==> src/hdl/lnc_pkg.sv <==
package lnc_pkg;
  // ===========================================================
  // indirect register indices
  localparam logic [7:0] ADDR_DATA_FIRST = 8'h00;
  localparam logic [7:0] ADDR_DATA_LAST = 8'h07;
  localparam logic [7:0] ADDR_NODE_COMMAND = 8'h08;
  localparam logic [7:0] ADDR_NODE_STATE_FLAGS = 8'h09;
  localparam logic [7:0] ADDR_FAULT_FLAGS = 8'h0a;
  localparam logic [7:0] ADDR_FRAME_LENGTH_CHECKSUM = 8'h0b;
  localparam logic [7:0] ADDR_BIT_RATE_DIVIDER_LOW = 8'h0c;
  localparam logic [7:0] ADDR_BIT_RATE_SCALE = 8'h0d;
  localparam logic [7:0] ADDR_FRAME_IDENTIFIER = 8'h0e;
  // ===========================================================
  // command and status bit positions
  localparam int CMD_HALT = 7;
  localparam int CMD_SLEEP_WARN = 6;
  localparam int CMD_FRAME_DIRECTION = 5;
  localparam int CMD_DATA_ACK = 4;
  localparam int CMD_INT_CLEAR = 3;
  localparam int CMD_FAULT_CLEAR = 2;
  localparam int CMD_WAKE_REQ = 1;
  localparam int CMD_START_REQ = 0;
  localparam int ST_ACTIVE = 7;
  localparam int ST_IDLE_TIMEOUT = 6;
  localparam int ST_ABORT = 5;
  localparam int ST_ID_RECEIVED = 4;
  localparam int ST_INT_PENDING = 3;
  localparam int ST_ERROR = 2;
  localparam int ST_WAKEUP = 1;
  localparam int ST_DONE = 0;
  localparam int SIZE_CHECKSUM_SELECT = 7;
  localparam logic [3:0] SIZE_FROM_ID = 4'hf;
  localparam logic [3:0] SIZE_MAX_DIRECT = 4'h8;
  localparam logic [7:0] RESET_BYTE = 8'h00;
  localparam logic [7:0] FAULT_USED_MASK = 8'h1f;
  localparam logic [7:0] SIZE_USED_MASK = 8'h8f;
  localparam logic [7:0] ID_USED_MASK = 8'h3f;
  // ===========================================================
  // timing
  localparam longint CLK_HZ = 100_000_000;
  localparam longint IDLE_TIMEOUT_S = 4;
  localparam longint IDLE_TIMEOUT_CYC = IDLE_TIMEOUT_S * CLK_HZ;

  typedef struct packed {
    logic [7:0] data;
    logic [2:0] index;
  } lnc_byte_t;

  typedef struct packed {
    logic sync_break;
    logic id_received;
    logic frame_done;
    logic [4:0] fault;
    logic wake_received;
    logic wake_sent;
    logic bus_activity;
  } lnc_engine_evt_t;
endpackage

==> src/hdl/lnc_fifo.sv <==
`timescale 1ns/1ps
`default_nettype none
module lnc_fifo #(
  parameter int WIDTH = 11,
  parameter int DEPTH = 8
) (
  input wire logic i_mclk,
  input wire logic i_resetn,
  input wire logic i_in_valid,
  output logic o_in_ready,
  input wire logic [WIDTH-1:0] i_in_data,
  output logic o_out_valid,
  input wire logic i_out_ready,
  output logic [WIDTH-1:0] o_out_data
);
  localparam int AW = $clog2(DEPTH);
  if (DEPTH < 2 || (1 << AW) != DEPTH) begin : g_bad_depth
    $error("depth must be a power of two");
  end
  logic [WIDTH-1:0] mem [DEPTH];
  logic [AW:0] wr_ptr;
  logic [AW:0] rd_ptr;
  logic do_wr;
  logic do_rd;
  assign o_in_ready = (wr_ptr - rd_ptr) != (AW+1)'(DEPTH);
  assign o_out_valid = wr_ptr != rd_ptr;
  assign do_wr = i_in_valid && o_in_ready;
  assign do_rd = o_out_valid && i_out_ready;
  assign o_out_data = mem[rd_ptr[AW-1:0]];
  always_ff @(posedge i_mclk) begin
    if (do_wr) begin
      mem[wr_ptr[AW-1:0]] <= i_in_data;
    end
  end
  always_ff @(posedge i_mclk or negedge i_resetn) begin
    if (!i_resetn) begin
      wr_ptr <= '0;
      rd_ptr <= '0;
    end else begin
      if (do_wr) wr_ptr <= wr_ptr + 1'b1;
      if (do_rd) rd_ptr <= rd_ptr + 1'b1;
    end
  end
endmodule
`default_nettype wire

==> src/hdl/lnc_node.sv <==
`timescale 1ns/1ps
`default_nettype none
module lnc_node #(
  parameter longint IDLE_CYCLES = lnc_pkg::IDLE_TIMEOUT_CYC,
  parameter int FIFO_DEPTH = 8
) (
  input wire logic i_mclk,
  input wire logic i_resetn,
  // host indirect port
  input wire logic i_ptr_wr,
  input wire logic i_win_wr,
  input wire logic i_win_rd,
  input wire logic [7:0] i_wdata,
  output logic [7:0] o_ptr,
  output logic [7:0] o_rdata,
  // mode strap from the configuration register outside
  input wire logic i_master_mode,
  // frame engine side
  input wire logic i_bus_active,
  input wire logic i_sync_break,
  input wire logic i_id_received,
  input wire logic i_frame_done,
  input wire logic [4:0] i_fault,
  input wire logic i_wake_received,
  input wire logic i_wake_sent,
  input wire logic i_rx_valid,
  output logic o_rx_ready,
  input wire logic [10:0] i_rx_byte,
  output logic o_start,
  output logic o_wake_tx,
  output logic o_halted,
  output logic o_frame_direction,
  output logic o_checksum_select,
  output logic [3:0] o_frame_bytes,
  output logic [5:0] o_frame_identifier,
  output logic [8:0] o_bit_rate_divider,
  output logic [7:0] o_bit_rate_scale,
  output logic o_irq
);
  // the idle counter is 40 bits wide; a whole frame must fit the fifo
  if (IDLE_CYCLES < 1 || IDLE_CYCLES > 64'h00ff_ffff_ffff) begin : g_bad_idle
    $error("idle timeout must be 1 to 2**40-1 cycles");
  end
  if (FIFO_DEPTH < 8) begin : g_bad_depth
    $error("receive fifo must hold eight bytes");
  end
  // ===========================================================
  // synchroniser for the engine-side bus activity level
  logic [1:0] act_sync;
  logic bus_active;
  always_ff @(posedge i_mclk or negedge i_resetn) begin
    if (!i_resetn) act_sync <= 2'b00;
    else act_sync <= {act_sync[0], i_bus_active};
  end
  assign bus_active = act_sync[1];

  // ===========================================================
  // registers
  logic [7:0] data_buf [8];
  logic sleep_warn;
  logic frame_direction;
  logic data_ack;
  logic wake_req;
  logic start_req;
  logic halted;
  logic idle_timeout;
  logic abort_flag;
  logic id_received;
  logic int_pending;
  logic wake_flag;
  logic done_flag;
  logic [4:0] fault_flags;
  logic [7:0] frame_length_checksum;
  logic [7:0] bit_rate_divider_low;
  logic [7:0] bit_rate_scale;
  logic [7:0] frame_identifier;
  logic [7:0] ptr;
  logic in_frame;
  logic [39:0] idle_cnt;

  logic slave;
  logic cmd_wr;
  logic [7:0] wd;
  logic fault_any;
  logic err_flag;
  logic halt_cmd;
  logic int_clr;
  logic fault_clr;
  logic evt_done;
  logic evt_idle;
  logic evt_break;
  logic evt_id;
  logic evt_wake;
  logic lnc_byte_ok;
  lnc_pkg::lnc_byte_t rx_word;

  assign slave = !i_master_mode;
  assign cmd_wr = i_win_wr && ptr == lnc_pkg::ADDR_NODE_COMMAND;
  assign wd = i_wdata;
  assign halt_cmd = cmd_wr && slave && wd[lnc_pkg::CMD_HALT];
  assign int_clr = cmd_wr && wd[lnc_pkg::CMD_INT_CLEAR];
  assign fault_clr = cmd_wr && wd[lnc_pkg::CMD_FAULT_CLEAR];
  assign fault_any = |(i_fault & {slave, slave, 3'b111});
  // identifier and done events are ignored while halted; the break that ends it and wake events still pass
  assign evt_break = i_sync_break;
  assign evt_id = i_id_received && !halted && slave;
  assign evt_done = i_frame_done && !halted;
  assign evt_wake = i_wake_received;
  assign evt_idle = slave && !sleep_warn && idle_cnt == 40'(IDLE_CYCLES - 1) && !idle_timeout;
  assign err_flag = |fault_flags;

  // ===========================================================
  // indirect pointer
  always_ff @(posedge i_mclk or negedge i_resetn) begin
    if (!i_resetn) ptr <= lnc_pkg::RESET_BYTE;
    else if (i_ptr_wr) ptr <= i_wdata;
  end
  assign o_ptr = ptr;

  // ===========================================================
  // data buffer: host writes, or received bytes drained from the fifo
  logic fifo_valid;
  logic [10:0] fifo_data;
  // host writes to the buffer win; the fifo waits so no byte is lost
  logic host_buf_wr;
  assign host_buf_wr = i_win_wr && ptr <= lnc_pkg::ADDR_DATA_LAST;
  assign lnc_byte_ok = fifo_valid && !host_buf_wr;
  assign rx_word = fifo_data;

  lnc_fifo #(
    .WIDTH(11),
    .DEPTH(FIFO_DEPTH)
  ) u_rx_fifo (
    .i_mclk(i_mclk),
    .i_resetn(i_resetn),
    .i_in_valid(i_rx_valid),
    .o_in_ready(o_rx_ready),
    .i_in_data(i_rx_byte),
    .o_out_valid(fifo_valid),
    .i_out_ready(!host_buf_wr),
    .o_out_data(fifo_data)
  );

  always_ff @(posedge i_mclk or negedge i_resetn) begin
    if (!i_resetn) begin
      for (int i = 0; i < 8; i++) data_buf[i] <= lnc_pkg::RESET_BYTE;
    end else if (host_buf_wr) begin
      data_buf[ptr[2:0]] <= i_wdata;
    end else if (lnc_byte_ok) begin
      data_buf[rx_word.index] <= rx_word.data;
    end
  end

  // ===========================================================
  // configuration registers
  always_ff @(posedge i_mclk or negedge i_resetn) begin
    if (!i_resetn) begin
      frame_length_checksum <= lnc_pkg::RESET_BYTE;
      bit_rate_divider_low <= lnc_pkg::RESET_BYTE;
      bit_rate_scale <= lnc_pkg::RESET_BYTE;
      frame_identifier <= lnc_pkg::RESET_BYTE;
    end else if (i_win_wr) begin
      unique case (ptr)
        lnc_pkg::ADDR_FRAME_LENGTH_CHECKSUM:
          frame_length_checksum <= i_wdata & lnc_pkg::SIZE_USED_MASK;
        lnc_pkg::ADDR_BIT_RATE_DIVIDER_LOW: bit_rate_divider_low <= i_wdata;
        lnc_pkg::ADDR_BIT_RATE_SCALE: bit_rate_scale <= i_wdata;
        lnc_pkg::ADDR_FRAME_IDENTIFIER: frame_identifier <= i_wdata & lnc_pkg::ID_USED_MASK;
        default: ;
      endcase
    end
  end

  // ===========================================================
  // command bits
  always_ff @(posedge i_mclk or negedge i_resetn) begin
    if (!i_resetn) begin
      sleep_warn <= 1'b0;
      frame_direction <= 1'b0;
    end else if (cmd_wr) begin
      sleep_warn <= slave && wd[lnc_pkg::CMD_SLEEP_WARN];
      frame_direction <= wd[lnc_pkg::CMD_FRAME_DIRECTION];
    end
  end

  // acknowledge is a one-cycle strobe that clears id_received, then clears itself
  always_ff @(posedge i_mclk or negedge i_resetn) begin
    if (!i_resetn) data_ack <= 1'b0;
    else data_ack <= cmd_wr && slave && wd[lnc_pkg::CMD_DATA_ACK];
  end

  // a wake request is refused while an error is pending
  always_ff @(posedge i_mclk or negedge i_resetn) begin
    if (!i_resetn) wake_req <= 1'b0;
    else if (cmd_wr && wd[lnc_pkg::CMD_WAKE_REQ] && !err_flag) wake_req <= 1'b1;
    else if (i_wake_sent || fault_any) wake_req <= 1'b0;
  end

  always_ff @(posedge i_mclk or negedge i_resetn) begin
    if (!i_resetn) start_req <= 1'b0;
    else if (cmd_wr && i_master_mode && wd[lnc_pkg::CMD_START_REQ] && !err_flag)
      start_req <= 1'b1;
    else if (i_frame_done || fault_any) start_req <= 1'b0;
  end

  always_ff @(posedge i_mclk or negedge i_resetn) begin
    if (!i_resetn) halted <= 1'b0;
    else if (halt_cmd) halted <= 1'b1;
    else if (evt_break || !slave) halted <= 1'b0;
  end

  // ===========================================================
  // status flags
  always_ff @(posedge i_mclk or negedge i_resetn) begin
    if (!i_resetn) in_frame <= 1'b0;
    else if (evt_break && !halted) in_frame <= 1'b1;
    else if (i_frame_done || fault_any || halt_cmd) in_frame <= 1'b0;
  end

  always_ff @(posedge i_mclk or negedge i_resetn) begin
    if (!i_resetn) abort_flag <= 1'b0;
    else if (!slave) abort_flag <= 1'b0;
    else if (halt_cmd || (evt_break && in_frame)) abort_flag <= 1'b1;
    else if (evt_break) abort_flag <= 1'b0;
  end

  always_ff @(posedge i_mclk or negedge i_resetn) begin
    if (!i_resetn) id_received <= 1'b0;
    else if (evt_id) id_received <= 1'b1;
    else if (data_ack || halt_cmd || evt_break || !slave) id_received <= 1'b0;
  end

  // idle counter runs only while quiet; long count is a parameter
  always_ff @(posedge i_mclk or negedge i_resetn) begin
    if (!i_resetn) idle_cnt <= '0;
    else if (bus_active || sleep_warn || !slave) idle_cnt <= '0;
    else if (idle_cnt != 40'(IDLE_CYCLES - 1)) idle_cnt <= idle_cnt + 40'h1;
  end

  always_ff @(posedge i_mclk or negedge i_resetn) begin
    if (!i_resetn) idle_timeout <= 1'b0;
    else if (evt_idle) idle_timeout <= 1'b1;
    else if (bus_active || sleep_warn || !slave) idle_timeout <= 1'b0;
  end

  always_ff @(posedge i_mclk or negedge i_resetn) begin
    if (!i_resetn) fault_flags <= 5'h00;
    else begin
      // a fault arriving with the clear command still lands
      fault_flags <= (fault_clr ? 5'h00 : fault_flags) | (i_fault & {slave, slave, 3'b111});
    end
  end

  // wake status drops once the bus is busy again, no wake is queued and no sleep warning is set
  function automatic logic bus_back_after_wake();
    return bus_active && !wake_req;
  endfunction

  always_ff @(posedge i_mclk or negedge i_resetn) begin
    if (!i_resetn) wake_flag <= 1'b0;
    else if (wake_req || evt_wake) wake_flag <= 1'b1;
    else if (!sleep_warn && bus_back_after_wake()) wake_flag <= 1'b0;
  end

  always_ff @(posedge i_mclk or negedge i_resetn) begin
    if (!i_resetn) done_flag <= 1'b0;
    else if (evt_done || evt_wake || (i_wake_sent && i_master_mode)) done_flag <= 1'b1;
    else if (o_start) done_flag <= 1'b0;
  end

  always_ff @(posedge i_mclk or negedge i_resetn) begin
    if (!i_resetn) int_pending <= 1'b0;
    else if (evt_id || evt_done || fault_any || evt_idle || evt_wake) int_pending <= 1'b1;
    else if (int_clr) int_pending <= 1'b0;
  end

  // ===========================================================
  // length decode
  function automatic logic [3:0] frame_bytes(input logic [7:0] size, input logic [7:0] id);
    logic [3:0] n;
    n = 4'h0;
    if (size[3:0] == lnc_pkg::SIZE_FROM_ID) begin
      unique case (id[5:4])
        2'b00, 2'b01: n = 4'h2;
        2'b10: n = 4'h4;
        default: n = 4'h8;
      endcase
    end else if (size[3:0] <= lnc_pkg::SIZE_MAX_DIRECT) begin
      n = size[3:0];
    end
    return n;
  endfunction

  // ===========================================================
  // read mux; command bits marked write-only read as zero
  logic [7:0] state_flags;
  logic [7:0] cmd_view;
  always_comb begin
    state_flags = 8'h00;
    state_flags[lnc_pkg::ST_ACTIVE] = bus_active;
    state_flags[lnc_pkg::ST_IDLE_TIMEOUT] = idle_timeout;
    state_flags[lnc_pkg::ST_ABORT] = abort_flag;
    state_flags[lnc_pkg::ST_ID_RECEIVED] = id_received;
    state_flags[lnc_pkg::ST_INT_PENDING] = int_pending;
    state_flags[lnc_pkg::ST_ERROR] = err_flag;
    state_flags[lnc_pkg::ST_WAKEUP] = wake_flag;
    state_flags[lnc_pkg::ST_DONE] = done_flag;
    cmd_view = 8'h00;
    cmd_view[lnc_pkg::CMD_DATA_ACK] = data_ack;
    cmd_view[lnc_pkg::CMD_WAKE_REQ] = wake_req;
    cmd_view[lnc_pkg::CMD_START_REQ] = start_req;
  end

  always_ff @(posedge i_mclk or negedge i_resetn) begin
    if (!i_resetn) o_rdata <= lnc_pkg::RESET_BYTE;
    else if (i_win_rd) begin
      if (ptr <= lnc_pkg::ADDR_DATA_LAST) o_rdata <= data_buf[ptr[2:0]];
      else begin
        unique case (ptr)
          lnc_pkg::ADDR_NODE_COMMAND: o_rdata <= cmd_view;
          lnc_pkg::ADDR_NODE_STATE_FLAGS: o_rdata <= state_flags;
          lnc_pkg::ADDR_FAULT_FLAGS: o_rdata <= {3'b000, fault_flags};
          lnc_pkg::ADDR_FRAME_LENGTH_CHECKSUM: o_rdata <= frame_length_checksum;
          lnc_pkg::ADDR_BIT_RATE_DIVIDER_LOW: o_rdata <= bit_rate_divider_low;
          lnc_pkg::ADDR_BIT_RATE_SCALE: o_rdata <= bit_rate_scale;
          lnc_pkg::ADDR_FRAME_IDENTIFIER: o_rdata <= frame_identifier;
          default: o_rdata <= lnc_pkg::RESET_BYTE;
        endcase
      end
    end
  end

  // ===========================================================
  // engine controls
  assign o_start = start_req && i_master_mode;
  assign o_wake_tx = wake_req;
  assign o_halted = halted;
  assign o_frame_direction = frame_direction;
  assign o_checksum_select = frame_length_checksum[lnc_pkg::SIZE_CHECKSUM_SELECT];
  assign o_frame_bytes = frame_bytes(frame_length_checksum, frame_identifier);
  assign o_frame_identifier = frame_identifier[5:0];
  assign o_bit_rate_divider = {bit_rate_scale[0], bit_rate_divider_low};
  assign o_bit_rate_scale = bit_rate_scale;
  assign o_irq = int_pending;
endmodule
`default_nettype wire

==> config.mk <==
export PLATFORM = sky130hd
export DESIGN_NAME = lnc_node
export DESIGN_NICKNAME = d
export VERILOG_FILES = /design/src/hdl/lnc_pkg.sv /design/src/hdl/lnc_fifo.sv /design/src/hdl/lnc_node.sv
export SDC_FILE = /design/constraint.sdc
export NUM_CORES = 1
export LEC_CHECK = 0
export ABC_CLOCK_PERIOD_IN_PS = 4570
export CORE_MARGIN = 2
export CORE_UTILIZATION = 45
export DETAILED_ROUTE_END_ITERATION = 12
export DONT_BUFFER_PORTS = 1
export PLACE_DENSITY_LB_ADDON = 0.08
export SETUP_SLACK_MARGIN = 0.2
export SYNTH_ARGS = -nofsm -noshare
export SYNTH_HDL_FRONTEND = slang
export SYNTH_SLANG_ARGS = --single-unit
==> constraint.sdc <==
create_clock -name i_mclk -period 4.57 [get_ports i_mclk]
set_input_delay 0.914 -clock i_mclk [delete_from_list [all_inputs] [get_ports i_mclk]]
set_output_delay 0.914 -clock i_mclk [all_outputs]
set_load 0.05 [all_outputs]
==> results of run 1 <==
==> worst max path at each step <==
stage	start	end	slack (ns)	depth (start not counted)
after CTS	u_rx_fifo.rd_ptr[1]	o_rx_ready	1.12	7
after global routing	u_rx_fifo.rd_ptr[1]	o_rx_ready	1.01	7
after global placement	u_rx_fifo.rd_ptr[1]	u_rx_fifo.mem[4][10]	1.62	7
after floorplan	u_rx_fifo.rd_ptr[1]	u_rx_fifo.mem[2][0]	1.24	7
final	u_rx_fifo.rd_ptr[1]	o_rx_ready	1.17	7
after detailed placement	u_rx_fifo.rd_ptr[1]	u_rx_fifo.mem[5][6]	1.54	7
==> cells in the final DEF, fill, tap and decap left out, drive strengths merged, types with 11 or more instances in the layout <==
master	synthesis	routed
a21oi	28	28
and3	11	11
buf	29	22
clkbuf	36	41
dfrtp	175	175
edfxtp	88	88
inv	10	11
mux2	35	35
mux2i	81	81
mux4	38	38
nand2	98	98
nand3	26	26
nand4	17	17
nor2	51	51
nor3	18	18
nor4	15	15
o21ai	35	35
o22ai	64	64
or3	20	20
or4	13	13
xnor2	12	12
==> cell families after synthesis <==
family,share of synthesized area (%)
AO/OA/AOI/OAI,8.91
AND/OR/NAND/NOR,13.0
multiplexers,16.7
adder cells (fa/ha/maj),0.603
XOR/XNOR,1.74
flip-flops,56.4
buffers and inverters,2.67
==> registers in the layout, indices dropped and copies added, names as in the netlist, 2 cells and up <==
name	flops
o_bit_rate_scale	8
idle_cnt	40
u_rx_fifo.rd_ptr	4
o_ptr	8
o_rdata	8
bit_rate_divider_low	8
u_rx_fifo.mem	88
data_buf	64
fault_flags	5
frame_identifier	6
act_sync	2
frame_length_checksum	5
u_rx_fifo.wr_ptr	4
==> cell type report <==
cell class	count	area, um^2	area share [%]
Inverter	12	45.0	0.325
Tap cell	341	427	3.08
Sequential cell	263	7020	50.7
Clock inverter	14	169	1.22
Timing Repair Buffer	22	165	1.19
Clock buffer	41	863	6.24
Multi-Input combinational cell	671	5150	37.2
==> stage by stage <==
step           worst slack (ns)  utilization, %  hold slack, ns
2_1_floorplan              1.24               -           0.331
3_3_place_gp               1.62            47.4           0.344
3_5_place_dp               1.54            47.4           0.337
4_1_cts                    1.12            51.2          0.0411
5_1_grt                    1.01            51.2          0.0396
6_report                   1.17            51.2          0.0627
==> power groups by stage <==
stage / registers (mW) / logic, mW / clock network (mW)
detailed placement: 3.33 / 2.44 / 0
CTS: 3.29 / 2.45 / 2.56
global placement: 3.32 / 2.42 / 0
floorplan: 3.21 / 1.83 / 0
finish: 3.29 / 2.43 / 2.49
global route: 3.33 / 2.64 / 2.65
==> critical path, cell delays in order, from the launching register on <==
cell and delay [ns]:
dfrtp_1 0.34, clkinv_1 0.21, ha_1 0.41, nor2b_1 0.17, nor2_1 0.17, nor2_1 0.07
a21o_1 0.18, nand3_1 0.39
==> metal layers <==
layer	share of wire [%]	GRT usage [%]	vias to the layer above
li1	-	-	3829
met1	45	32.8	4267
met2	47	34.9	204
met3	5.9	3.70	49
met4	2.0	5.43	0
met5	0	0	-
==> flow_summary_export.csv, run 1 <==
group,metric,value,unit
status,status,"complete, no violations",
finish,design_area,13800,um^2
critical_path,worstPathArrival,2.49,ns
routing,via_count,8349,
run,maxCapViolations,0,
finish,layout-drive-gt1-share,15.7,%
yosys,syn_inst,1011,
clock_network,path_clk_slew,0.06,ns
clock_network,hold_buffers,0,
critical_path,start_kind,"flop",
floorplan,die_x,170,um
sta,max_slew_margin,27.9,%
sta,post-route-min-period,3.40,ns
global_route,grt_max_degree,176,
sta,hold_violations,0,
yosys,ys_seq_area_share,56.4,%
routing,drt-total-wl,32100,um
yosys,synth_seq_cells,263,
yosys,ys.flop_type,"dfrtp_1",
critical_path,critPathMaxFanout,5,
floorplan,initial_core_util,46.1,%
yosys,syn_avg_cell_area,12.3,um^2
sta,tns,0,ns
placement,dpl.cell_count,1309,
power,total_power,8.21,mW
global_route,grt_overflow_total,0,
clock_network,cts.repair.resized,0,
floorplan,die_area,29000,um^2
clock_network,cts_tree,"yes",
yosys,synth_fp_nets,1054,
sta,setup_viol_count_final,0,
clock_network,clock_path_buffers,3,
yosys,yosysTopAreaCellShare,35.2,%
floorplan,coreArea,27000,um^2
power,power_frac_comb,29.6,%
finish,areaGrowthSynthToFinish,11.2,%
placement,place_congestion,0.791,
sta,finClkSkew,0.00794,ns
routing,ant_nets,0,
power,power_frac_seq,40.0,%
sta,period_share,74.5,%
power,p_clk_share,30.4,%
floorplan,dieHeight,170,um
critical_path,required,3.66,ns
power,power.density,593,nW/um^2
yosys,synth-edff-count,88,
finish,n_antenna_cell,0,
placement,place.port_buffers,0,
clock_network,cts_root_buf,"clkbuf_16",
sta,tightest_slew,1.08,ns
power,p_sw_share,34.2,%
critical_path,crit_path_end_kind,"output pin",
sta,slew_violations,0,
yosys,ys_types,66,
placement,placed_cell_area,12800,um^2
floorplan,top_level_ports,87,
yosys,yosys_warnings,0,
yosys,synthTopCellsByArea,"dfrtp_1 (35%), edfxtp_1 (21%), mux4_2 (6.9%)",
hold_path,hold_class,"in -> async",
clock_network,cts_setup_buffers,0,
global_route,grt_pass1_vias,8306,
routing,wl_per_cell,23.5,um
finish,layout.nets,1043,
critical_path,reg2reg_slack,1.59,ns
critical_path,crit-reg2reg-launch,"u_rx_fifo.rd_ptr[1]",
power,leakagePower,5.34,nW
critical_path,reg2reg_to,"u_rx_fifo.mem[6][8]",
routing,drt_first_pass_iters,5,
yosys,yosys.cell_count.top_type,"dfrtp_1",
yosys,synth_common_cells,"dfrtp_1 (175), nand2_1 (98), edfxtp_1 (88), mux2i_1 (80), o22ai_1 (64)",
clock_network,cts_max_level,1,
routing,drtIter0Drc,667,
global_route,antenna_found_initial,0,
placement,hpwl,20800,um
sta,rsz0062_at_grt,"false",
routing,post-route-drc-count,0,
finish,fillers,2359,
global_route,grt_pass1_wl,50000,um
global_route,grt_usage,22.3,%
routing,vias_per_cell,6.12,
clock_network,insertion_delay,0.55,ns
finish,stdcell_count,1364,
critical_path,r2r_cells,7,
floorplan,rows,60,
yosys,syn_area,12400,um^2
yosys,yosys.area.top_type,"dfrtp_1",
sta,fmax,294,MHz
clock_network,numCtsBuffers,30,
power,power.switching,2.81,mW
power,ir_worst_vdd,0.325,mV
critical_path,worstSetupPathType,"reg -> out",
power,p_int,5.40,mW
yosys,synthArstFlopShare,66.5,%
clock_network,clkSinkCount,263,
Power figures use the tool's default switching activity.
==> run 2: changes to the inputs <==
--- a/config.mk
+++ b/config.mk
@@ -5,7 +5,7 @@
 export SDC_FILE = /design/constraint.sdc
 export NUM_CORES = 1
 export LEC_CHECK = 0
-export ABC_CLOCK_PERIOD_IN_PS = 4570
+export ABC_CLOCK_PERIOD_IN_PS = 2800
 export CORE_MARGIN = 2
 export CORE_UTILIZATION = 45
 export DETAILED_ROUTE_END_ITERATION = 12
==> constraint.sdc (replaced) <==
create_clock -name i_mclk -period 2.8 [get_ports i_mclk]
set_input_delay 0.56 -clock i_mclk [delete_from_list [all_inputs] [get_ports i_mclk]]
set_output_delay 0.56 -clock i_mclk [all_outputs]
set_load 0.05 [all_outputs]
==> run 2 against run 1 <==
  * The flow now finishes with violations (negative hold slack)
  * Clock skew up 0.0021 ns
  * Combinational power up 94%
  * Hold slack worse by 0.36 ns
  * Count of clock-buffer cells in the layout up 3
  * Clock power up 56%
  * Core utilization up 1.6 points
  * Critical path depth up 1
  * Die area unchanged
  * Total power up 69%
  * Via count up 1.8%
  * Sequential cell count unchanged
  * Sequential power up 60%
==> flow_summary_export.csv, run 2 (synthesis results as in run 1) <==
group,metric,value,unit
status,status,"finished, violations left",
status,failed_checks,"negative hold slack",
sta,hold_violations,175,
critical_path,start_kind,"flop",
clock_network,clock_path_buffers,3,
finish,layout-drive-gt1-share,20.7,%
sta,max_slew_margin,36.6,%
critical_path,path_delay_family,"simple AND/OR/NAND/NOR gates",
power,total_power,13.9,mW
sta,holdWs,-0.301,ns
placement,place.port_buffers,0,
critical_path,path_buf_inv,2,
finish,largest_reg_flops,88,
sta,period_share,91.6,%
routing,wl_per_cell,23.7,um
sta,tightest_slew,0.951,ns
clock_network,path_clk_slew,0.06,ns
routing,ant_nets,0,
critical_path,r2r_cells,6,
floorplan,rows,60,
finish,n_antenna_cell,0,
clock_network,insertion_delay,0.56,ns
clock_network,numCtsBuffers,30,
clock_network,cts_root_buf,"clkbuf_16",
finish,final_cell_mix,"dfrtp_1 (171), nand2_1 (98), edfxtp_1 (88)",
finish,areaGrowthSynthToFinish,14.6,%
critical_path,critPathMaxFanout,4,
clock_network,cts_max_level,1,
clock_network,clkSinkCount,263,
power,leakagePower,5.54,nW
power,ir_worst_vdd,0.780,mV
sta,setup_viol_count_final,0,
critical_path,worstPathArrival,2.01,ns
hold_path,hold_class,"in -> async",
critical_path,required,2.24,ns
routing,via_count,8501,
placement,hpwl,22300,um
sta,slew_violations,0,
sta,tns,0,ns
sta,rsz0062_at_grt,"true",
floorplan,die_area,29000,um^2
global_route,grt_pass1_wl,52000,um
critical_path,slowest_delay,0.36,ns
placement,placed_cell_area,13100,um^2
clock_network,cts_tree,"yes",
floorplan,top_level_ports,87,
sta,fmax,390,MHz
global_route,grt_max_degree,176,
critical_path,cpMaxStageDelayCell,"dfrtp_1",
run,maxCapViolations,0,
routing,drt-total-wl,33200,um
sta,finClkSkew,0.0101,ns
critical_path,crit_path_end_kind,"output pin",
routing,post-route-drc-count,0,
sta,post-route-min-period,2.57,ns
power,power.density,973,nW/um^2
placement,place_congestion,0.832,
critical_path,crit_chain,"clkinv_2 -> ha_4 -> nor2b_4 -> nor2_2 -> nor2_1 -> a21o_1 -> nand3_2 -> buf_12",
finish,final_common_cell,"dfrtp_1",
global_route,grt_usage,23.4,%
critical_path,worstSetupPathType,"reg -> out",
finish,design_area,14300,um^2
global_route,grt_pass1_vias,8647,
floorplan,coreArea,27000,um^2
routing,vias_per_cell,6.06,
global_route,grt_overflow_total,0,
floorplan,die_x,170,um
critical_path,path_depth,8,
floorplan,initial_core_util,46.1,%
routing,drtIter0Drc,595,
routing,drt_first_pass_iters,5,
floorplan,dieHeight,170,um
global_route,antenna_found_initial,0,
finish,layout.nets,1081,
==> run 2: changes by cell type in the layout (fill, tap and decap cells not counted), moves of 3 or more <==
cell	before	now
buf_12	0	5
buf_4	22	55
clkbuf_1	5	11
clkbuf_8	5	2
clkinv_1	8	4
clkinv_2	2	6
nor2_1	51	42
nor2_2	0	8
==> run 2: worst reg2reg max path, stage by stage, from the launching register on <==
cell and delay [ns]:
dfrtp_1 0.39, buf_12 0.23, mux4_2 0.58, mux2i_4 0.34
nand2_1 0.26, nor2_2 0.43, o22ai_1 0.17
==> run 2: routing by layer <==
layer / track usage, % / vias up / routed length [um]
met5: 0 / - / 0
met4: 6.02 / 0 / 852
met3: 4.35 / 52 / 1860
met2: 37.4 / 202 / 15400
met1: 33.0 / 4345 / 15200
li1: - / 3902 / -
==> run 2: final cells by class <==
| type | instances | area [um^2] |
|---|---|---|
| clock buffer | 44 | 845 |
| multi-input combinational | 671 | 5290 |
| inverter | 12 | 46.3 |
| clock inverter | 11 | 126 |
| fill | 2356 | 12800 |
| tap | 341 | 427 |
| timing repair buffer | 60 | 513 |
| sequential | 263 | 7030 |
==> run 2: through the flow <==
step / cells / util [%] / setup WS (ns)
finish: 1402 / 52.8 / 0.234
global route: 1402 / 52.8 / 0.0551
CTS: 1397 / 52.3 / 0.172
detailed placement: 1342 / 48.6 / 0.140
global placement: 1342 / 48.6 / 0.150
floorplan: 1011 / - / 0.0773
==> run 2: final timing paths <==
kind                                          start                  endpoint  slack, ns
worst max-delay path            u_rx_fifo.rd_ptr[1]                o_rx_ready       0.23
worst min-delay path                       i_resetn  frame_length_checksum[3]      -0.30
worst max register to register  u_rx_fifo.rd_ptr[0]              data_buf[12]       0.25
worst min register to register          act_sync[0]               act_sync[1]       0.35
max in group asynchronous                  i_resetn              idle_cnt[24]       2.82
min in group i_mclk                    i_bus_active               act_sync[0]       0.04
==> run 2: what timing repair did <==
action	4_1_cts	5_1_grt
endpoints found under the hold margin	175	175
buffers inserted	0	5
pin swaps	0	7
setup endpoints to repair	57	114
gates resized for setup	6	12
==> run 2: report_power, final <==
group          switching [mW]  internal, mW  leakage, nW  total, mW
combinational            2.79          1.93         2.01       4.72
sequential              0.527          4.76         3.05       5.28
clock                    1.53          2.35        0.476       3.88
==> run 3: changes to the inputs <==
--- a/config.mk
+++ b/config.mk
@@ -5,13 +5,15 @@
 export SDC_FILE = /design/constraint.sdc
 export NUM_CORES = 1
 export LEC_CHECK = 0
-export ABC_CLOCK_PERIOD_IN_PS = 2800
+export ABC_CLOCK_PERIOD_IN_PS = 3100
 export CORE_MARGIN = 2
 export CORE_UTILIZATION = 45
 export DETAILED_ROUTE_END_ITERATION = 12
 export DONT_BUFFER_PORTS = 1
+export GPL_TIMING_DRIVEN = 1
 export PLACE_DENSITY_LB_ADDON = 0.08
 export SETUP_SLACK_MARGIN = 0.2
 export SYNTH_ARGS = -nofsm -noshare
 export SYNTH_HDL_FRONTEND = slang
+export SYNTH_HIERARCHICAL = 1
 export SYNTH_SLANG_ARGS = --single-unit
==> constraint.sdc (replaced) <==
create_clock -name i_mclk -period 3.1 [get_ports i_mclk]
set_input_delay 0.62 -clock i_mclk [delete_from_list [all_inputs] [get_ports i_mclk]]
set_output_delay 0.62 -clock i_mclk [all_outputs]
set_load 0.05 [all_outputs]
==> run 3 against run 2 <==
  * The run still ends with negative hold slack left
  * Combinational power fell by 21%
  * Sequential power fell by 7.2%
  * Cell count decreased by 0.21%
  * Worst setup slack improved by 0.040 ns
  * Area after synthesis is 0.50% lower
  * Sequential share of layout area rose by 1.4 points
  * Clock skew is essentially flat
  * Total power decreased by 12%
  * Sequential cell count did not move
  * Final area down 2.8%
  * Core utilization is 1.5 points lower
  * Die area down 0.49%
  * Largest power group unchanged
  * Highest routed layer unchanged
==> flow_summary_export.csv, run 3 <==
group,metric,value,unit
critical_path,crit_path_end_kind,"output pin",
yosys,ys_types,64,
yosys,synth_seq_cells,263,
clock_network,cts_tree,"yes",
power,leakagePower,5.72,nW
routing,drt-total-wl,31700,um
global_route,grt_pass1_vias,8271,
critical_path,start_kind,"flop",
finish,layout.nets,1079,
yosys,synthArstFlopShare,66.5,%
clock_network,cts_setup_buffers,0,
finish,final_cell_mix,"dfrtp_1 (171), nand2_1 (88), edfxtp_1 (88)",
sta,period_share,91.2,%
sta,holdWs,-0.225,ns
hold_path,hold_class,"in -> async",
finish,layout-drive-gt1-share,18.3,%
routing,via_count,8359,
clock_network,clock_path_buffers,3,
floorplan,coreArea,27000,um^2
routing,ant_nets,0,
power,ir_worst_vdd,0.549,mV
status,status,"finished, violations left",
routing,wl_per_cell,22.6,um
global_route,grt_max_degree,176,
yosys,synthTopCellsByArea,"dfrtp_1 (35%), edfxtp_1 (21%), mux4_2 (7.1%)",
routing,vias_per_cell,5.97,
finish,n_antenna_cell,0,
yosys,yosys.area_share.adder,0.606,%
yosys,ys.flop_type,"dfrtp_1",
yosys,synth_compound_area_share,12.0,%
global_route,grt_pass1_wl,49700,um
clock_network,path_clk_slew,0.06,ns
sta,tightest_slew,0.931,ns
floorplan,rows,60,
yosys,syn_inst,1030,
sta,hold_violations,175,
clock_network,numCtsBuffers,29,
yosys,syn_area,12400,um^2
sta,slew_violations,0,
yosys,yosys.area.top_type,"dfrtp_1",
routing,post-route-drc-count,0,
floorplan,dieHeight,170,um
yosys,ys_seq_area_share,56.7,%
yosys,synth-xor-area-share,2.44,%
clock_network,cts_root_buf,"clkbuf_16",
yosys,yosysTopAreaCellShare,35.4,%
clock_network,insertion_delay,0.55,ns
finish,largest_reg_flops,88,
global_route,grt_overflow_total,0,
power,power.density,878,nW/um^2
yosys,yosys_warnings,6,
yosys,synthMuxAreaShare,11.4,%
critical_path,worstPathArrival,2.21,ns
sta,setup_viol_count_final,0,
finish,final_util,51.3,%
placement,hpwl,20500,um
critical_path,critPathMaxFanout,11,
yosys,yosys.area_share.simple,13.1,%
sta,fmax,354,MHz
routing,drtIter0Drc,628,
sta,post-route-min-period,2.83,ns
sta,rsz0062_at_grt,"true",
routing,drt_first_pass_iters,5,
placement,place_congestion,0.802,
floorplan,initial_core_util,45.8,%
floorplan,die_area,28900,um^2
sta,finClkSkew,0.0105,ns
clock_network,cts_max_level,1,
sta,tns,0,ns
yosys,syn_avg_cell_area,12.0,um^2
floorplan,die_x,170,um
global_route,antenna_found_initial,0,
finish,final_common_cell,"dfrtp_1",
global_route,grt_usage,22.3,%
yosys,synth_top_family_by_area,"simple AND/OR/NAND/NOR gates",
clock_network,clkSinkCount,263,
yosys,synth_fp_nets,1073,
yosys,synth_common_cells,"dfrtp_1 (175), edfxtp_1 (88), nand2_1 (88), o21ai_0 (63), nor2_1 (60)",
critical_path,required,2.48,ns
status,failed_checks,"negative hold slack",
floorplan,top_level_ports,87,
sta,max_slew_margin,37.9,%
finish,areaGrowthSynthToFinish,12.0,%
run,maxCapViolations,0,
placement,place.port_buffers,0,
yosys,yosys.cell_count.top_type,"dfrtp_1",
finish,fillers,2386,
critical_path,worstSetupPathType,"reg -> out",
yosys,synth-edff-count,88,
## run 3: cell types whose count changed in the layout (fill, tap and decap cells not counted), sizes merged, moves of 10 or more
cell   before  now
xnor2      12   25
mux2i      81   11
a22oi       1   32
nand2      98   88
a21o        5   35
buf        60   39
nor2       51   61
a22o        3   35
inv        10   54
o22ai      64    0
o21ai      35   63
## run 3: cell type report
cell class              count  area [um^2]  share of cell area [%]
clock buffers              36          792                    5.71
clock inverters            17          190                    1.37
inverters                  53          199                    1.43
multi-input cells         650         4930                    35.6
flip-flops and latches    263         7030                    50.6
well taps                 341          427                    3.07
repair buffers             39          309                    2.23
## run 3: worst paths after layout
kind / cells past startpoint / startpoint / slack [ns] / to
worst max-delay path: 7 / u_rx_fifo/rd_ptr[0] / 0.27 / o_rx_ready
min in group i_mclk: 0 / i_bus_active / 0.10 / act_sync[0]
worst min-delay path: 0 / i_resetn / -0.23 / frame_identifier[2]
max in group asynchronous: 0 / i_resetn / 3.10 / u_rx_fifo/rd_ptr[0]
worst min register to register: 0 / act_sync[0] / 0.36 / act_sync[1]
worst max register to register: 7 / u_rx_fifo/rd_ptr[0] / 0.45 / data_buf[26]
## run 3: kinds of logic (layout without fill, tap and decap cells)
family                   after synthesis  in the layout
AO/OA/AOI/OAI                        216            216
XOR/XNOR                              33             33
adder cells (fa/ha/maj)                6              6
buffers and inverters                117            145
flip-flops                           263            263
multiplexers                          87             87
AND/OR/NAND/NOR                      308            308
## run 3: repair_timing
item                                   in CTS  in global routing
setup endpoints to repair                   9                 17
endpoints found under the hold margin     175                175
resized for setup                           3                  4
## run 3: critical path, cell delays in order (launching register included)
cell      delay, ns
dfrtp_2        0.47
buf_6          0.19
ha_1           0.17
nand2b_1       0.19
a21oi_1        0.17
a32o_1         0.16
nand3_2        0.13
buf_12         0.18
## run 3: power breakdown
part           internal (mW)  leakage, nW  switching (mW)
Clock                   2.13        0.485            1.40
Combinational           1.64         2.19            2.11
Sequential              4.32         3.05           0.573
Total                   8.10         5.72            4.08
## run 3: per-stage QoR
stage               setup WS, ns  power (mW)  instances  instance area (um^2)  hold slack (ns)
floorplan                  0.197        7.53       1030                 12400            0.324
global placement           0.244        8.61       1346                 12900            0.330
detailed placement         0.190        8.64       1346                 12900            0.330
CTS                        0.206        12.2       1399                 13900           -0.255
global route               0.125        12.8       1399                 13900           -0.252
finish                     0.274        12.2       1399                 13900           -0.225
## run 3: metal layers
metal	vias up	part of all wire (%)	track usage, %
met5	-	0	0
met4	0	1.7	4.76
met3	36	6.1	4.00
met2	244	47	36.1
met1	4236	45	31.6
li1	3843	-	-
